$ cat config.mk
export PLATFORM = sky130hd
export DESIGN_NAME = tcmd_top
export DESIGN_NICKNAME = d
export VERILOG_FILES = /design/src/rtl/tcmd_pkg.sv /design/src/rtl/tcmd_wcycle.sv /design/src/rtl/tcmd_top.sv
export VERILOG_INCLUDE_DIRS = /design/src /design/src/rtl
export SDC_FILE = /design/constraint.sdc
export NUM_CORES = 1
export LEC_CHECK = 0
export ABC_CLOCK_PERIOD_IN_PS = 4090
export BUFFER_PORTS_ARGS = -buffer_cell sky130_fd_sc_hd__clkbuf_2
export CORE_ASPECT_RATIO = 1.1
export CORE_MARGIN = 4
export CORE_UTILIZATION = 40
export DETAILED_ROUTE_END_ITERATION = 12
export HOLD_SLACK_MARGIN = 0.08
export PLACE_DENSITY = 0.69
export SYNTH_ARGS = -nofsm -noshare
export SYNTH_HDL_FRONTEND = slang
export SYNTH_SLANG_ARGS = --single-unit
$ cat constraint.sdc
create_clock -name clk_sys -period 4.09 [get_ports clk_sys]
set_input_delay 0.6135 -clock clk_sys [delete_from_list [all_inputs] [get_ports clk_sys]]
set_output_delay 0.6135 -clock clk_sys [all_outputs]
set_load 0.05 [all_outputs]
$ cat src/rtl/tcmd_cfg.svh
/*
  Constants for the tag command interpreter: command codes, error codes,
  request flag positions and write cycle timing.
  Assumes inclusion by bare name from the package and the design files.
*/
`ifndef TCMD_CFG_SVH
`define TCMD_CFG_SVH

// ----------------------------------------------------------------
// Command codes
// ----------------------------------------------------------------
`define TCMD_CMD_SELECT      8'h25
`define TCMD_CMD_RST_READY   8'h26
`define TCMD_CMD_WR_AFI      8'h27
`define TCMD_CMD_LOCK_AFI    8'h28
`define TCMD_CMD_WR_DSFID    8'h29
`define TCMD_CMD_LOCK_DSFID  8'h2a

// ----------------------------------------------------------------
// Error codes and response flags
// ----------------------------------------------------------------
`define TCMD_ERR_OPTION      8'h03
`define TCMD_ERR_GENERIC     8'h0f
`define TCMD_ERR_RELOCK      8'h11
`define TCMD_ERR_LOCKED      8'h12
`define TCMD_ERR_PROG        8'h13
`define TCMD_ERR_LOCKFAIL    8'h14
`define TCMD_RSP_FLAGS_OK    8'h00
`define TCMD_RSP_FLAGS_ERR   8'h01

// ----------------------------------------------------------------
// Request flag bit positions (bit 0 is b1)
// ----------------------------------------------------------------
`define TCMD_FLG_INVENTORY   2
`define TCMD_FLG_SELECT      4
`define TCMD_FLG_ADDRESS     5
`define TCMD_FLG_OPTION      6

// ----------------------------------------------------------------
// Timing
// ----------------------------------------------------------------
`define TCMD_CLK_MHZ         100
`define TCMD_SLOT_US         302
`define TCMD_SLOT_CYC        (`TCMD_SLOT_US * `TCMD_CLK_MHZ)
`define TCMD_T1NOM_NS        320900
`define TCMD_T1NOM_CYC       ((`TCMD_T1NOM_NS * `TCMD_CLK_MHZ) / 1000)

// ----------------------------------------------------------------
// Reset values
// ----------------------------------------------------------------
`define TCMD_AFI_RST         8'h00
`define TCMD_DSFID_RST       8'h00

`endif

$ cat src/rtl/tcmd_pkg.sv
/*
  Types for the tag command interpreter.
  Assumes tcmd_cfg.svh is on the include path.
*/
`include "tcmd_cfg.svh"

package tcmd_pkg;

  // ----------------------------------------------------------------
  // Decoded request and built response
  // ----------------------------------------------------------------
  typedef struct packed {
    logic [7:0]  flags;
    logic [7:0]  cmd;
    logic [63:0] uid;
    logic [7:0]  data;
  } tcmd_req_t;

  typedef struct packed {
    logic [7:0] flags;
    logic       has_err;
    logic [7:0] err;
    logic [7:0] len;
  } tcmd_rsp_t;

  typedef enum logic [1:0] {TCMD_ST_READY, TCMD_ST_SELECTED, TCMD_ST_QUIET} tcmd_state_t;

  typedef enum logic [1:0] {TCMD_NV_AFI, TCMD_NV_DSFID, TCMD_NV_LAFI, TCMD_NV_LDSFID} tcmd_nvop_t;

endpackage : tcmd_pkg

$ cat src/rtl/tcmd_wcycle.sv
/*
  Write cycle timer: counts the nominal response delay plus N slots.
  Assumes a single clock and a start pulse while idle.
*/
`timescale 1ns/100ps
`default_nettype none

`include "tcmd_cfg.svh"

module tcmd_wcycle #(
  parameter int T1_CYC   = `TCMD_T1NOM_CYC,
  parameter int SLOT_CYC = `TCMD_SLOT_CYC,
  parameter int N_SLOTS  = 16
) (
  input  wire logic clk_sys,
  input  wire logic rst_n,
  input  wire logic start,
  output logic      busy,
  output logic      done
);
  import tcmd_pkg::*;

  // ----------------------------------------------------------------
  // Cycle counter
  // ----------------------------------------------------------------
  localparam int TOTAL = T1_CYC + N_SLOTS * SLOT_CYC;
  localparam int CW    = $clog2(TOTAL + 1);

  logic [CW-1:0] cnt_q;
  logic          busy_q;
  wire           last = busy_q && (cnt_q == CW'(TOTAL - 1));

  always_ff @(posedge clk_sys) begin
    if (!rst_n) begin
      cnt_q  <= '0;
      busy_q <= 1'b0;
    end else if (start && !busy_q) begin
      cnt_q  <= '0;
      busy_q <= 1'b1;
    end else if (busy_q) begin
      cnt_q  <= cnt_q + CW'(1);
      busy_q <= !last;
    end
  end

  assign busy = busy_q;
  assign done = last;
endmodule : tcmd_wcycle

`default_nettype wire

$ cat src/rtl/tcmd_top.sv
/*
  Command interpreter for Select, Reset to Ready and the AFI / DSFID write
  and lock commands of a contactless tag.
  Assumes a frame decoder delivers a checked request with a one-cycle valid,
  the reader's EOF as a one-cycle pulse, and a framer that adds CRC and
  takes the response on rsp_valid.
*/
`timescale 1ns/100ps
`default_nettype none

`include "tcmd_cfg.svh"

module tcmd_top #(
  parameter logic [63:0] OWN_UID  = 64'he000_0000_1234_5678, // Arbitrary value
  parameter int          T1_CYC   = `TCMD_T1NOM_CYC,
  parameter int          SLOT_CYC = `TCMD_SLOT_CYC,
  parameter int          N_SLOTS  = 16
) (
  input  wire logic                clk_sys,
  input  wire logic                rst_n,
  input  wire logic                req_valid,
  input  wire tcmd_pkg::tcmd_req_t req,
  input  wire logic                req_uid_present,
  input  wire logic                eof_pulse,
  input  wire logic                nv_fail,
  output logic                     rsp_valid,
  output tcmd_pkg::tcmd_rsp_t      rsp,
  output tcmd_pkg::tcmd_state_t    state,
  output logic [7:0]               afi,
  output logic [7:0]               dsfid,
  output logic                     afi_locked,
  output logic                     dsfid_locked,
  output logic                     busy
);
  import tcmd_pkg::*;

  // ----------------------------------------------------------------
  // State registers
  // ----------------------------------------------------------------
  // Declared first, since the request decode reads them
  tcmd_state_t state_q;
  logic [7:0]  afi_q;
  logic [7:0]  dsfid_q;
  logic        afi_lk_q;
  logic        dsfid_lk_q;
  logic        busy_q;
  logic        wait_eof_q;
  logic        cyc_done_q;
  logic        nv_fail_q;
  tcmd_nvop_t  op_q;
  logic [7:0]  data_q;
  logic        rsp_valid_q;
  tcmd_rsp_t   rsp_q;
  logic        cyc_busy;
  logic        cyc_done;

  // ----------------------------------------------------------------
  // Request decode
  // ----------------------------------------------------------------
  wire        opt      = req.flags[`TCMD_FLG_OPTION];
  wire        inv      = req.flags[`TCMD_FLG_INVENTORY];
  wire        addr_md  = req.flags[`TCMD_FLG_ADDRESS] || req.cmd == `TCMD_CMD_SELECT;
  wire        sel_md   = req.flags[`TCMD_FLG_SELECT];
  wire        uid_hit  = req_uid_present && (req.uid == OWN_UID);
  wire        is_sel   = req.cmd == `TCMD_CMD_SELECT;
  wire        is_rtr   = req.cmd == `TCMD_CMD_RST_READY;
  wire        is_wafi  = req.cmd == `TCMD_CMD_WR_AFI;
  wire        is_lafi  = req.cmd == `TCMD_CMD_LOCK_AFI;
  wire        is_wds   = req.cmd == `TCMD_CMD_WR_DSFID;
  wire        is_lds   = req.cmd == `TCMD_CMD_LOCK_DSFID;
  wire        is_nv    = is_wafi | is_lafi | is_wds | is_lds;
  wire        ours     = is_sel | is_rtr | is_nv;

  // Quiet tags ignore non-addressed traffic; selected mode needs selection
  wire        in_scope = addr_md ? uid_hit :
                         sel_md  ? (state_q == TCMD_ST_SELECTED) :
                                   (state_q != TCMD_ST_QUIET);
  wire        accept   = req_valid && ours && !busy_q && in_scope;
  wire        sel_miss = req_valid && is_sel && !busy_q && !uid_hit;

  wire        tgt_lock = (is_wafi | is_lafi) ? afi_lk_q : dsfid_lk_q;
  wire        opt_err  = (is_sel | is_rtr) && opt;
  wire        wr_lock  = (is_wafi | is_wds) && tgt_lock;
  wire        lk_again = (is_lafi | is_lds) && tgt_lock;
  wire        any_err  = opt_err | inv | wr_lock | lk_again;
  wire [7:0]  pre_err  = opt_err  ? `TCMD_ERR_OPTION :
                         wr_lock  ? `TCMD_ERR_LOCKED :
                         lk_again ? `TCMD_ERR_RELOCK :
                                    `TCMD_ERR_GENERIC;
  wire        nv_go    = accept && is_nv && !any_err;

  // ----------------------------------------------------------------
  // Write cycle timer
  // ----------------------------------------------------------------
  tcmd_wcycle #(
    .T1_CYC   (T1_CYC),
    .SLOT_CYC (SLOT_CYC),
    .N_SLOTS  (N_SLOTS)
  ) u_wcycle (
    .clk_sys (clk_sys),
    .rst_n   (rst_n),
    .start   (nv_go),
    .busy    (cyc_busy),
    .done    (cyc_done)
  );

  // Cycle end and reader EOF may arrive in either order
  wire        cyc_end  = cyc_done || cyc_done_q;
  wire        eof_ok   = !wait_eof_q || eof_pulse;
  wire        finish   = busy_q && !cyc_busy && cyc_end && eof_ok;
  wire        fail_any = nv_fail_q || nv_fail;
  wire        is_lkop  = (op_q == TCMD_NV_LAFI) || (op_q == TCMD_NV_LDSFID);
  wire [7:0]  nv_err   = is_lkop ? `TCMD_ERR_LOCKFAIL : `TCMD_ERR_PROG;

  // ----------------------------------------------------------------
  // Tag state and selection
  // ----------------------------------------------------------------
  always_ff @(posedge clk_sys) begin
    if (!rst_n) begin
      state_q <= TCMD_ST_READY;
    end else if (accept && !any_err && is_rtr) begin
      state_q <= TCMD_ST_READY;
    end else if (accept && !any_err && is_sel) begin
      state_q <= TCMD_ST_SELECTED;
    end else if (sel_miss && state_q == TCMD_ST_SELECTED) begin
      state_q <= TCMD_ST_READY;
    end
  end

  // ----------------------------------------------------------------
  // Nonvolatile operation sequencing
  // ----------------------------------------------------------------
  always_ff @(posedge clk_sys) begin
    if (!rst_n) begin
      busy_q     <= 1'b0;
      wait_eof_q <= 1'b0;
      cyc_done_q <= 1'b0;
      nv_fail_q  <= 1'b0;
      op_q       <= TCMD_NV_AFI;
      data_q     <= 8'h00;
    end else if (nv_go) begin
      busy_q     <= 1'b1;
      wait_eof_q <= opt;
      cyc_done_q <= 1'b0;
      nv_fail_q  <= 1'b0;
      op_q       <= is_wafi ? TCMD_NV_AFI : is_wds ? TCMD_NV_DSFID :
                    is_lafi ? TCMD_NV_LAFI : TCMD_NV_LDSFID;
      data_q     <= req.data;
    end else if (finish) begin
      busy_q     <= 1'b0;
      wait_eof_q <= 1'b0;
      cyc_done_q <= 1'b0;
    end else begin
      cyc_done_q <= cyc_end;
      nv_fail_q  <= fail_any && busy_q;
      // EOF seen before the cycle ends is kept
      if (eof_pulse) begin
        wait_eof_q <= 1'b0;
      end
    end
  end

  // ----------------------------------------------------------------
  // Stored values, committed only when the cycle ends cleanly
  // ----------------------------------------------------------------
  wire commit = finish && !fail_any;

  always_ff @(posedge clk_sys) begin
    if (!rst_n) begin
      afi_q      <= `TCMD_AFI_RST;
      dsfid_q    <= `TCMD_DSFID_RST;
      afi_lk_q   <= 1'b0;
      dsfid_lk_q <= 1'b0;
    end else if (commit) begin
      unique case (op_q)
        TCMD_NV_AFI:    afi_q      <= data_q;
        TCMD_NV_DSFID:  dsfid_q    <= data_q;
        TCMD_NV_LAFI:   afi_lk_q   <= 1'b1;
        TCMD_NV_LDSFID: dsfid_lk_q <= 1'b1;
      endcase
    end
  end

  // ----------------------------------------------------------------
  // Response builder; CRC is appended by the framer
  // ----------------------------------------------------------------
  wire imm_rsp = accept && (any_err || !is_nv);
  wire imm_err = any_err;

  always_ff @(posedge clk_sys) begin
    if (!rst_n) begin
      rsp_valid_q <= 1'b0;
      rsp_q       <= '0;
    end else if (imm_rsp) begin
      rsp_valid_q   <= 1'b1;
      rsp_q.flags   <= imm_err ? `TCMD_RSP_FLAGS_ERR : `TCMD_RSP_FLAGS_OK;
      rsp_q.has_err <= imm_err;
      rsp_q.err     <= imm_err ? pre_err : 8'h00;
      rsp_q.len     <= imm_err ? 8'd4 : 8'd3;
    end else if (finish) begin
      rsp_valid_q   <= 1'b1;
      rsp_q.flags   <= fail_any ? `TCMD_RSP_FLAGS_ERR : `TCMD_RSP_FLAGS_OK;
      rsp_q.has_err <= fail_any;
      rsp_q.err     <= fail_any ? nv_err : 8'h00;
      rsp_q.len     <= fail_any ? 8'd4 : 8'd3;
    end else begin
      rsp_valid_q <= 1'b0;
    end
  end

  assign rsp_valid    = rsp_valid_q;
  assign rsp          = rsp_q;
  assign state        = state_q;
  assign afi          = afi_q;
  assign dsfid        = dsfid_q;
  assign afi_locked   = afi_lk_q;
  assign dsfid_locked = dsfid_lk_q;
  assign busy         = busy_q;
endmodule : tcmd_top

`default_nettype wire

==> flow_metrics.tcl, run 1 <==
set metrics [dict create \
    ff2ff_setup_slack_ns 1.18 \
    fillers 760 \
    hold_buffers 0 \
    fin_skew_ns 0.007915 \
    fp.dieH_um 101.6 \
    finalHoldViolCount 0 \
    clock_latency_ns 0.34 \
    vias 2844 \
    m1WireLength_um 2855 \
    drc_errors 0 \
    setup_viol 0 \
    crit_chain "or4b_1, nor4_2, a21oi_1, nand2b_1, nor4_4, mux2i_1, nor2b_1" \
    min_to "rsp[11]" \
    irDropWorstVdd_mv 0.1875 \
    viasPerCell 4.912 \
    grt_pass1_vias 2888 \
    die_x_um 93.09 \
    wl_per_cell_um 13.04 \
    endpoint_kind "register" \
    final_area_um2 4033 \
    rr_startpoint "u_wcycle.cnt_q[8]" \
    cts_buffer_depth 2 \
    syn_area_um2 3186 \
    r2r_end "dsfid[6]" \
    worstSetupStartpointType "register" \
    min_period_over_period_pct 71.15 \
    antenna_cells 0 \
    period_needed_ns 2.910 \
    root_buffer "clkbuf_8" \
    seq_area_frac_synth_pct 38.33 \
    path_clk_slew_ns 0.07 \
    grt_setup_unrepaired "no" \
    cpMaxStageDelayCell "nor4_4" \
    start_util_pct 41.93 \
    fin_nets 565 \
    layout_common_cells "clkbuf_2 (120), dfxtp_1 (61), nor2_1 (35)" \
    antenna_found_initial 0 \
    highest_layer "met4" \
    place.port_buffers 120 \
    finalSetupTns_ns 0 \
    drt_first_pass_iters 4 \
    cts-htree-levels 3 \
    critPathKind "register to register" \
    seq_power_share_pct 41.6 \
    synth_edf_count 0 \
    tritoncts "built" \
    ys_warn_count 0 \
    drv_cap 0 \
    tritoncts_num_sinks 61 \
    slew_headroom_pct 45.59 \
    wl_met2_um 4034 \
    drive_gt1_share_pct 32.28 \
    placedInstanceArea_um2 3764 \
    mostFrequentLayoutCell "clkbuf_2" \
    postCtsSetupBuffers 0 \
    gp_congestion 0.7883 \
    synthToLayoutAreaGrowth_pct 26.59 \
    switchingPower_w 0.0003172 \
    cts_made_buffers 9 \
    synth_seq_cells 61 \
    die_area_um2 9457 \
    power_frac_clock_pct 50.4 \
    status "complete, no violations" \
    syn_area_per_cell_um2 9.024 \
    ctsResizeCount 0 \
    wl_met3_um 573 \
    drv_slew 0 \
    wirelength_um 7551 \
    grt_max_degree 45 \
    switching_share_pct 22.22 \
    power.leakage_nw 1.706 \
    hold_path_class "register to register" \
    synth_cells 353 \
    cp_slowest_stage_delay_ns 0.75 \
    comb_power_share_pct 8.0 \
    min_from "rsp[11]" \
    hpwlAfterDp_um 6050 \
    dp_slack_ns 1.069 \
    grt_pass1_wl_um 12830 \
    async_flop_share_pct 0 \
    worstPathRequired_ns 4.32 \
    fp-row-count 33 \
    cp-startpoint "u_wcycle.cnt_q[8]" \
    p_int_w 0.001110 \
    overflow 0 \
    grtUsageTotal_pct 16.85 \
    tightest_slew_ns 0.8100 \
    max_freq_ghz 0.3436 \
    io_pins 141 \
    power_per_cell_area_nw_per_um2 354.0 \
    reg2reg_depth 7 \
    ant_nets 0 \
    cp_max_fo 8 \
    drtIter0Drc 70 \
    core_area_um2 7597 \
    worst-endpoint-arrival_ns 3.14 \
    yosysUniqueCellTypes 63 \
    yosys_most_used_dff "dfxtp_1" \
    whs_path_depth 2 \
    fin_ws_ns 1.180 \
]
==> cell families after synthesis <==
kind of cell / Yosys count / share of synthesized area, %
buf+inv: 40 / 8.012
flops: 61 / 38.33
fa+ha+maj: 2 / 0.7854
other cells: 1 / 0.1177
mux: 18 / 5.656
compound gates: 45 / 10.76
xor+xnor: 18 / 4.949
simple gates: 168 / 31.38
==> flip-flops by register name, indices dropped and copies added, names as in the netlist <==
name and flops:
u_wcycle.cnt_q 19, afi 8, data_q 8, dsfid 8, rsp 7, op_q 2, afi_locked 1, busy 1
cyc_done_q 1, dsfid_locked 1, nv_fail_q 1, rsp_valid 1, state 1, u_wcycle.busy 1, wait_eof_q 1
==> worst max-delay path by stage <==
stage / to / slack (ns) / cells after the start
finish: dsfid[6] / 1.18 / 7
global route: dsfid[6] / 0.93 / 7
CTS: dsfid[6] / 1.13 / 7
detailed placement: u_wcycle.cnt_q[5] / 1.07 / 9
global placement: u_wcycle.cnt_q[1] / 1.13 / 9
floorplan: u_wcycle.cnt_q[14] / 1.32 / 8
==> per-layer routing <==
metal  GRT usage, %  vias up
met5              0        -
li1               -     1442
met4          4.735        0
met1          17.56     1308
met2          31.19       85
met3          6.835        9
==> worst max-delay path, delay by kind of cell (launching register included) <==
kind | cells | cell delay, ns
mux | 1 | 0.29
compound gates | 1 | 0.14
simple gates | 5 | 2.00
flops | 1 | 0.36
==> synth_stat cells (3+ instances only) <==
cell type | n | share of area (%)
and4b_1 | 3 | 0.94
buf_6 | 3 | 1.1
nor4b_1 | 5 | 1.4
nor4_1 | 7 | 1.4
and2_1 | 4 | 0.79
nand4_1 | 10 | 2.0
a21oi_1 | 9 | 1.4
nor3_1 | 4 | 0.63
dfxtp_1 | 61 | 38
clkbuf_1 | 6 | 0.71
xnor2_1 | 9 | 2.5
xor2_1 | 9 | 2.5
a21boi_0 | 10 | 2.4
inv_1 | 8 | 0.94
mux2i_1 | 18 | 5.7
buf_4 | 20 | 4.7
nor2b_1 | 27 | 5.3
o221a_2 | 3 | 1.1
a31oi_1 | 3 | 0.59
nor2_1 | 35 | 4.1
nand3_1 | 9 | 1.4
nor3b_1 | 4 | 0.94
nand2_1 | 32 | 3.8
==> per-stage QoR <==
stage                     util, %  power (W)  hold WS, ns  cells
after floorplan                 -  0.0006872       0.4559    368
after global placement      49.54  0.0007203       0.4536    563
after detailed placement    49.54  0.0007224       0.4597    563
after CTS                   53.08   0.001444       0.4700    579
after global routing        53.08   0.001485       0.5033    579
final                       53.08   0.001428       0.4669    579
==> cell type report <==
| type | count | area [um^2] | area share, % |
|---|---|---|---|
| clock buffers | 9 | 123.9 | 3.072 |
| well taps | 105 | 131.4 | 3.258 |
| repair buffers | 122 | 615.6 | 15.27 |
| inverters | 8 | 30.03 | 0.7446 |
| multi-input cells | 267 | 1765 | 43.78 |
| flip-flops and latches | 61 | 1221 | 30.28 |
| clock inverters | 7 | 145.1 | 3.599 |
==> power groups by stage <==
stage / clock (W) / sequential (W) / combinational, W
after floorplan: 0 / 0.000609 / 0.0000784
after global placement: 0 / 0.000608 / 0.000113
after detailed placement: 0 / 0.000608 / 0.000115
after CTS: 0.000735 / 0.000594 / 0.000115
after global routing: 0.000767 / 0.000594 / 0.000124
final: 0.000719 / 0.000594 / 0.000114
Note: power is estimated with default switching activity, not from simulation.
==> run 2: changes to the inputs <==
- ABC_CLOCK_PERIOD_IN_PS: 4090 -> 2600
- PLACE_DENSITY: 0.69 -> 0.72
- clock period: 4.09 -> 2.6 ns (I/O delays scaled with it)
==> run 2 against run 1 <==
Net effect: fmax rose by 25%; non-clock buffer count up 14; largest power group unchanged; critical endpoint is now dsfid[3]; clock power up 31%.
==> flow_metrics.tcl, run 2 (same netlist as run 1, synthesis figures left out) <==
set metrics [dict create \
    placedInstanceArea_um2 3869 \
    grt_max_degree 45 \
    root_buffer "clkbuf_8" \
    mostFrequentLayoutCell "clkbuf_2" \
    drv_cap 0 \
    drc_errors 0 \
    slew_headroom_pct 49.32 \
    drv_slew 0 \
    power.leakage_nw 1.753 \
    hold_buffers 0 \
    fp.dieH_um 101.6 \
    wl_per_cell_um 13.09 \
    max_flop_register "u_wcycle.cnt_q" \
    grt_pass1_vias 2942 \
    wl_met2_um 4084 \
    tritoncts "built" \
    status "complete, no violations" \
    viasPerCell 4.895 \
    cpMaxStageDelayCell "or4b_1" \
    worst-path-buf-inv 2 \
    worst-endpoint-arrival_ns 2.56 \
    finalSetupTns_ns 0 \
    ctsResizeCount 0 \
    setup_viol 0 \
    hpwlAfterDp_um 6201 \
    tritoncts_num_sinks 61 \
    final_area_um2 4101 \
    overflow 0 \
    path_clk_slew_ns 0.08 \
    cts_buffer_depth 2 \
    critPathTopFamily "simple AND/OR/NAND/NOR gates" \
    place.port_buffers 120 \
    worstSetupStartpointType "register" \
    synthToLayoutAreaGrowth_pct 28.75 \
    start_util_pct 41.93 \
    layout_common_cells "clkbuf_2 (120), dfxtp_1 (61), nor2_1 (35)" \
    irDropWorstVdd_mv 0.2442 \
    cts_made_buffers 9 \
    core_area_um2 7597 \
    die_x_um 93.09 \
    postCtsSetupBuffers 0 \
    tightest_slew_ns 0.7601 \
    cp_max_fo 7 \
    period_needed_ns 2.332 \
    cp_slowest_stage_delay_ns 0.58 \
    ant_nets 0 \
    grtUsageTotal_pct 16.90 \
    drt_first_pass_iters 7 \
    min_period_over_period_pct 89.70 \
    fp-row-count 33 \
    endpoint_kind "register" \
    io_pins 141 \
    worstPathRequired_ns 2.83 \
    grt_pass1_wl_um 12830 \
    power_per_cell_area_nw_per_um2 501.9 \
    m1WireLength_um 3101 \
    gp_congestion 0.7736 \
    vias 2903 \
    highest_layer "met4" \
    max_freq_ghz 0.4288 \
    cts-htree-levels 3 \
    hold_path_class "input port to register" \
    grt_setup_unrepaired "no" \
    antenna_cells 0 \
    wirelength_um 7761 \
    fin_nets 579 \
    largest_reg_flops 19 \
    fin_skew_ns 0.009606 \
    crit_chain "or4b_1, nor4_4, a21oi_1, nand2b_1, buf_4, nor4_4, buf_4, mux2i_1, nor2b_1" \
    wl_met3_um 474 \
    critPathKind "register to register" \
    die_area_um2 9457 \
    finalHoldViolCount 0 \
    antenna_found_initial 0 \
    clock_latency_ns 0.34 \
    drive_gt1_share_pct 34.22 \
    drtIter0Drc 114 \
]
run 2: cell count changes in the layout (fill, tap and decap cells not counted), sizes merged:
cell / delta
buf: +14
bufinv: -2
clkinv: +1
clkinvlp: +1
run 2: layer usage:
| metal | up-vias | track usage [%] |
|---|---|---|
| met5 | - | 0 |
| met4 | 0 | 5.862 |
| met3 | 10 | 4.383 |
| met2 | 92 | 31.14 |
| met1 | 1331 | 18.80 |
| li1 | 1470 | - |
run 2: where the power goes:
| group | internal (W) | switching [W] |
|---|---|---|
| combinational | 0.0000749 | 0.000109 |
| clock | 0.000544 | 0.000396 |
| sequential | 0.000934 | 0.000000315 |
| total | 0.00155 | 0.000505 |
run 2: area by class of cell:
type,count,area (um^2)
clock inverter,7,97.59
inverter,8,30.03
tap,105,131.4
sequential,61,1221
fill,748,3496
clock buffer,9,123.9
multi-input combinational,267,1777
timing repair buffer,136,720.7
run 2: worst paths after layout:
check,from,to,slack [ns],depth (start not counted)
worst max-delay path,u_wcycle.cnt_q[8],dsfid[3],0.27,9
worst min-delay path,req[2],data_q[2],0.31,3
worst max register to register,u_wcycle.cnt_q[8],dsfid[3],0.27,9
worst min register to register,afi[3],afi[3],0.47,2
run 2: through the flow:
| step | std cells | util, % | power, W | worst slack (ns) | hold WS, ns |
|---|---|---|---|---|---|
| floorplan | 368 | - | 0.001081 | 0.05298 | 0.4559 |
| global placement | 577 | 50.92 | 0.001138 | 0.1007 | 0.4531 |
| detailed placement | 577 | 50.92 | 0.001140 | 0.07638 | 0.4613 |
| CTS | 593 | 53.84 | 0.002080 | 0.05973 | 0.2945 |
| global route | 593 | 53.99 | 0.002134 | 0.06905 | 0.3143 |
| finish | 593 | 53.99 | 0.002059 | 0.2678 | 0.3086 |
run 2: worst reg2reg max path: stages, from the launching register on:
cell,delay (ns)
dfxtp_1,0.31
or4b_1,0.58
nor4_4,0.18
a21oi_1,0.12
nand2b_1,0.18
buf_4,0.19
nor4_4,0.23
buf_4,0.20
mux2i_1,0.19
nor2b_1,0.06
==> run 3: changes to the inputs <==
- CORE_UTILIZATION: 40 -> 43
- PLACE_DENSITY: 0.72 -> 0.77
==> run 3 against run 2 <==
Net effect: critical path depth is the same; cell area shrank 0.49%; clock skew shrank 0.0011 ns; utilization grew 3.3 points; wire length shrank 3.4%; final cell count shrank 4.0%; via count shrank 0.24%; first-iteration DRC count grew 3.5%; sequential share of layout area grew 0.15 points; power grew 3.7%; die area shrank 6.4%; sequential power is essentially flat; critical path type unchanged.
==> flow_metrics.tcl, run 3 (same netlist as run 1, synthesis figures left out) <==
set metrics [dict create \
    drt_first_pass_iters 4 \
    finalSetupTns_ns 0 \
    cpMaxStageDelayCell "or4b_1" \
    drive_gt1_share_pct 33.47 \
    wirelength_um 7496 \
    irDropWorstVdd_mv 0.2590 \
    antenna_found_initial 0 \
    antenna_cells 0 \
    core_area_um2 7127 \
    wl_per_cell_um 13.17 \
    drc_errors 0 \
    drv_slew 0 \
    critPathKind "register to register" \
    postCtsSetupBuffers 0 \
    status "complete, no violations" \
    clock_latency_ns 0.33 \
    tightest_slew_ns 0.7438 \
    fp.dieH_um 98.27 \
    hpwlAfterDp_um 5957 \
    vias 2896 \
    grt_max_degree 45 \
    gp_congestion 0.8202 \
    fin_skew_ns 0.008524 \
    root_buffer "clkbuf_8" \
    viasPerCell 5.090 \
    setup_viol 0 \
    crit_chain "or4b_1, nor4_4, a21oi_2, nand2b_1, buf_4, nor4_4, buf_4, mux2i_1, nor2b_1" \
    hold_buffers 0 \
    cts_made_buffers 9 \
    endpoint_kind "register" \
    drtIter0Drc 118 \
    ctsResizeCount 0 \
    grt_pass1_vias 2943 \
    max_flop_register "u_wcycle.cnt_q" \
    min_period_over_period_pct 91.42 \
    power_per_cell_area_nw_per_um2 523.2 \
    worst-endpoint-arrival_ns 2.60 \
    period_needed_ns 2.377 \
    cp_max_fo 7 \
    finalHoldViolCount 0 \
    tritoncts_num_sinks 61 \
    synthToLayoutAreaGrowth_pct 28.12 \
    worstPathRequired_ns 2.82 \
    fin_ws_ns 0.2230 \
    drv_cap 0 \
    hold_path_class "input port to register" \
    slew_headroom_pct 50.42 \
    start_util_pct 44.70 \
    power.leakage_nw 1.754 \
    grt_pass1_wl_um 12970 \
    worstSetupStartpointType "register" \
    place.port_buffers 120 \
    ff2ff_setup_slack_ns 0.22 \
    die_area_um2 8851 \
    mostFrequentLayoutCell "clkbuf_2" \
    largest_reg_flops 19 \
    overflow 0 \
    max_freq_ghz 0.4207 \
    fp-row-count 32 \
    critPathTopFamily "simple AND/OR/NAND/NOR gates" \
    grt_setup_unrepaired "no" \
    layout_common_cells "clkbuf_2 (120), dfxtp_1 (61), nor2_1 (35)" \
    worst-path-buf-inv 2 \
    dp_slack_ns 0.03332 \
    cts-htree-levels 3 \
    ant_nets 0 \
    tritoncts "built" \
    io_pins 141 \
    grtUsageTotal_pct 17.75 \
    path_clk_slew_ns 0.07 \
    fin_nets 575 \
    cp_slowest_stage_delay_ns 0.57 \
    fillers 684 \
    die_x_um 90.07 \
    cts_buffer_depth 2 \
]
==> run 3: path summary, 6_finish.rpt <==
kind / startpoint / end / depth (start not counted)
min reg2reg: afi[2] / afi[2] / 2
min: req[4] / data_q[4] / 3
max: u_wcycle.cnt_q[9] / dsfid[3] / 9
max reg2reg: u_wcycle.cnt_q[9] / dsfid[3] / 9
==> run 3: tightest hold or removal path, cell delays in order <==
cell and delay, ns:
clkbuf_2 0.08, mux2i_1 0.05, nor2b_1 0.09
==> run 3: metal layers <==
layer	vias up	GRT usage [%]	wire length (um)
met3	9	5.239	448
met2	91	33.33	4111
li1	1467	-	-
met4	0	6.125	72
met1	1329	18.80	2864
met5	-	0	0
==> run 3: final cells by class <==
type	count	area (um^2)	area share, %
clock buffer	12	145.1	3.556
sequential	61	1221	29.92
timing repair buffer	132	703.2	17.23
multi-input combinational	267	1780	43.62
clock inverter	4	95.09	2.330
inverter	8	30.03	0.7357
tap	85	106.4	2.606
==> run 3: through the flow <==
step | instance area [um^2] | std cells | total power [W] | util, % | hold WS (ns)
floorplan | 3242 | 368 | 0.001081 | - | 0.4559
global placement | 3826 | 553 | 0.001137 | 53.69 | 0.4539
detailed placement | 3826 | 553 | 0.001141 | 53.69 | 0.4613
CTS | 4066 | 569 | 0.002165 | 57.06 | 0.2977
global route | 4081 | 569 | 0.002223 | 57.27 | 0.3221
finish | 4081 | 569 | 0.002135 | 57.27 | 0.3151
==> run 3: where the power goes <==
group | switching, W | leakage (nW) | internal, W
clock | 0.000354 | 0.121 | 0.000663
sequential | 0.000000312 | 0.491 | 0.000935
combinational | 0.000108 | 1.14 | 0.0000759
total | 0.000462 | 1.75 | 0.00167
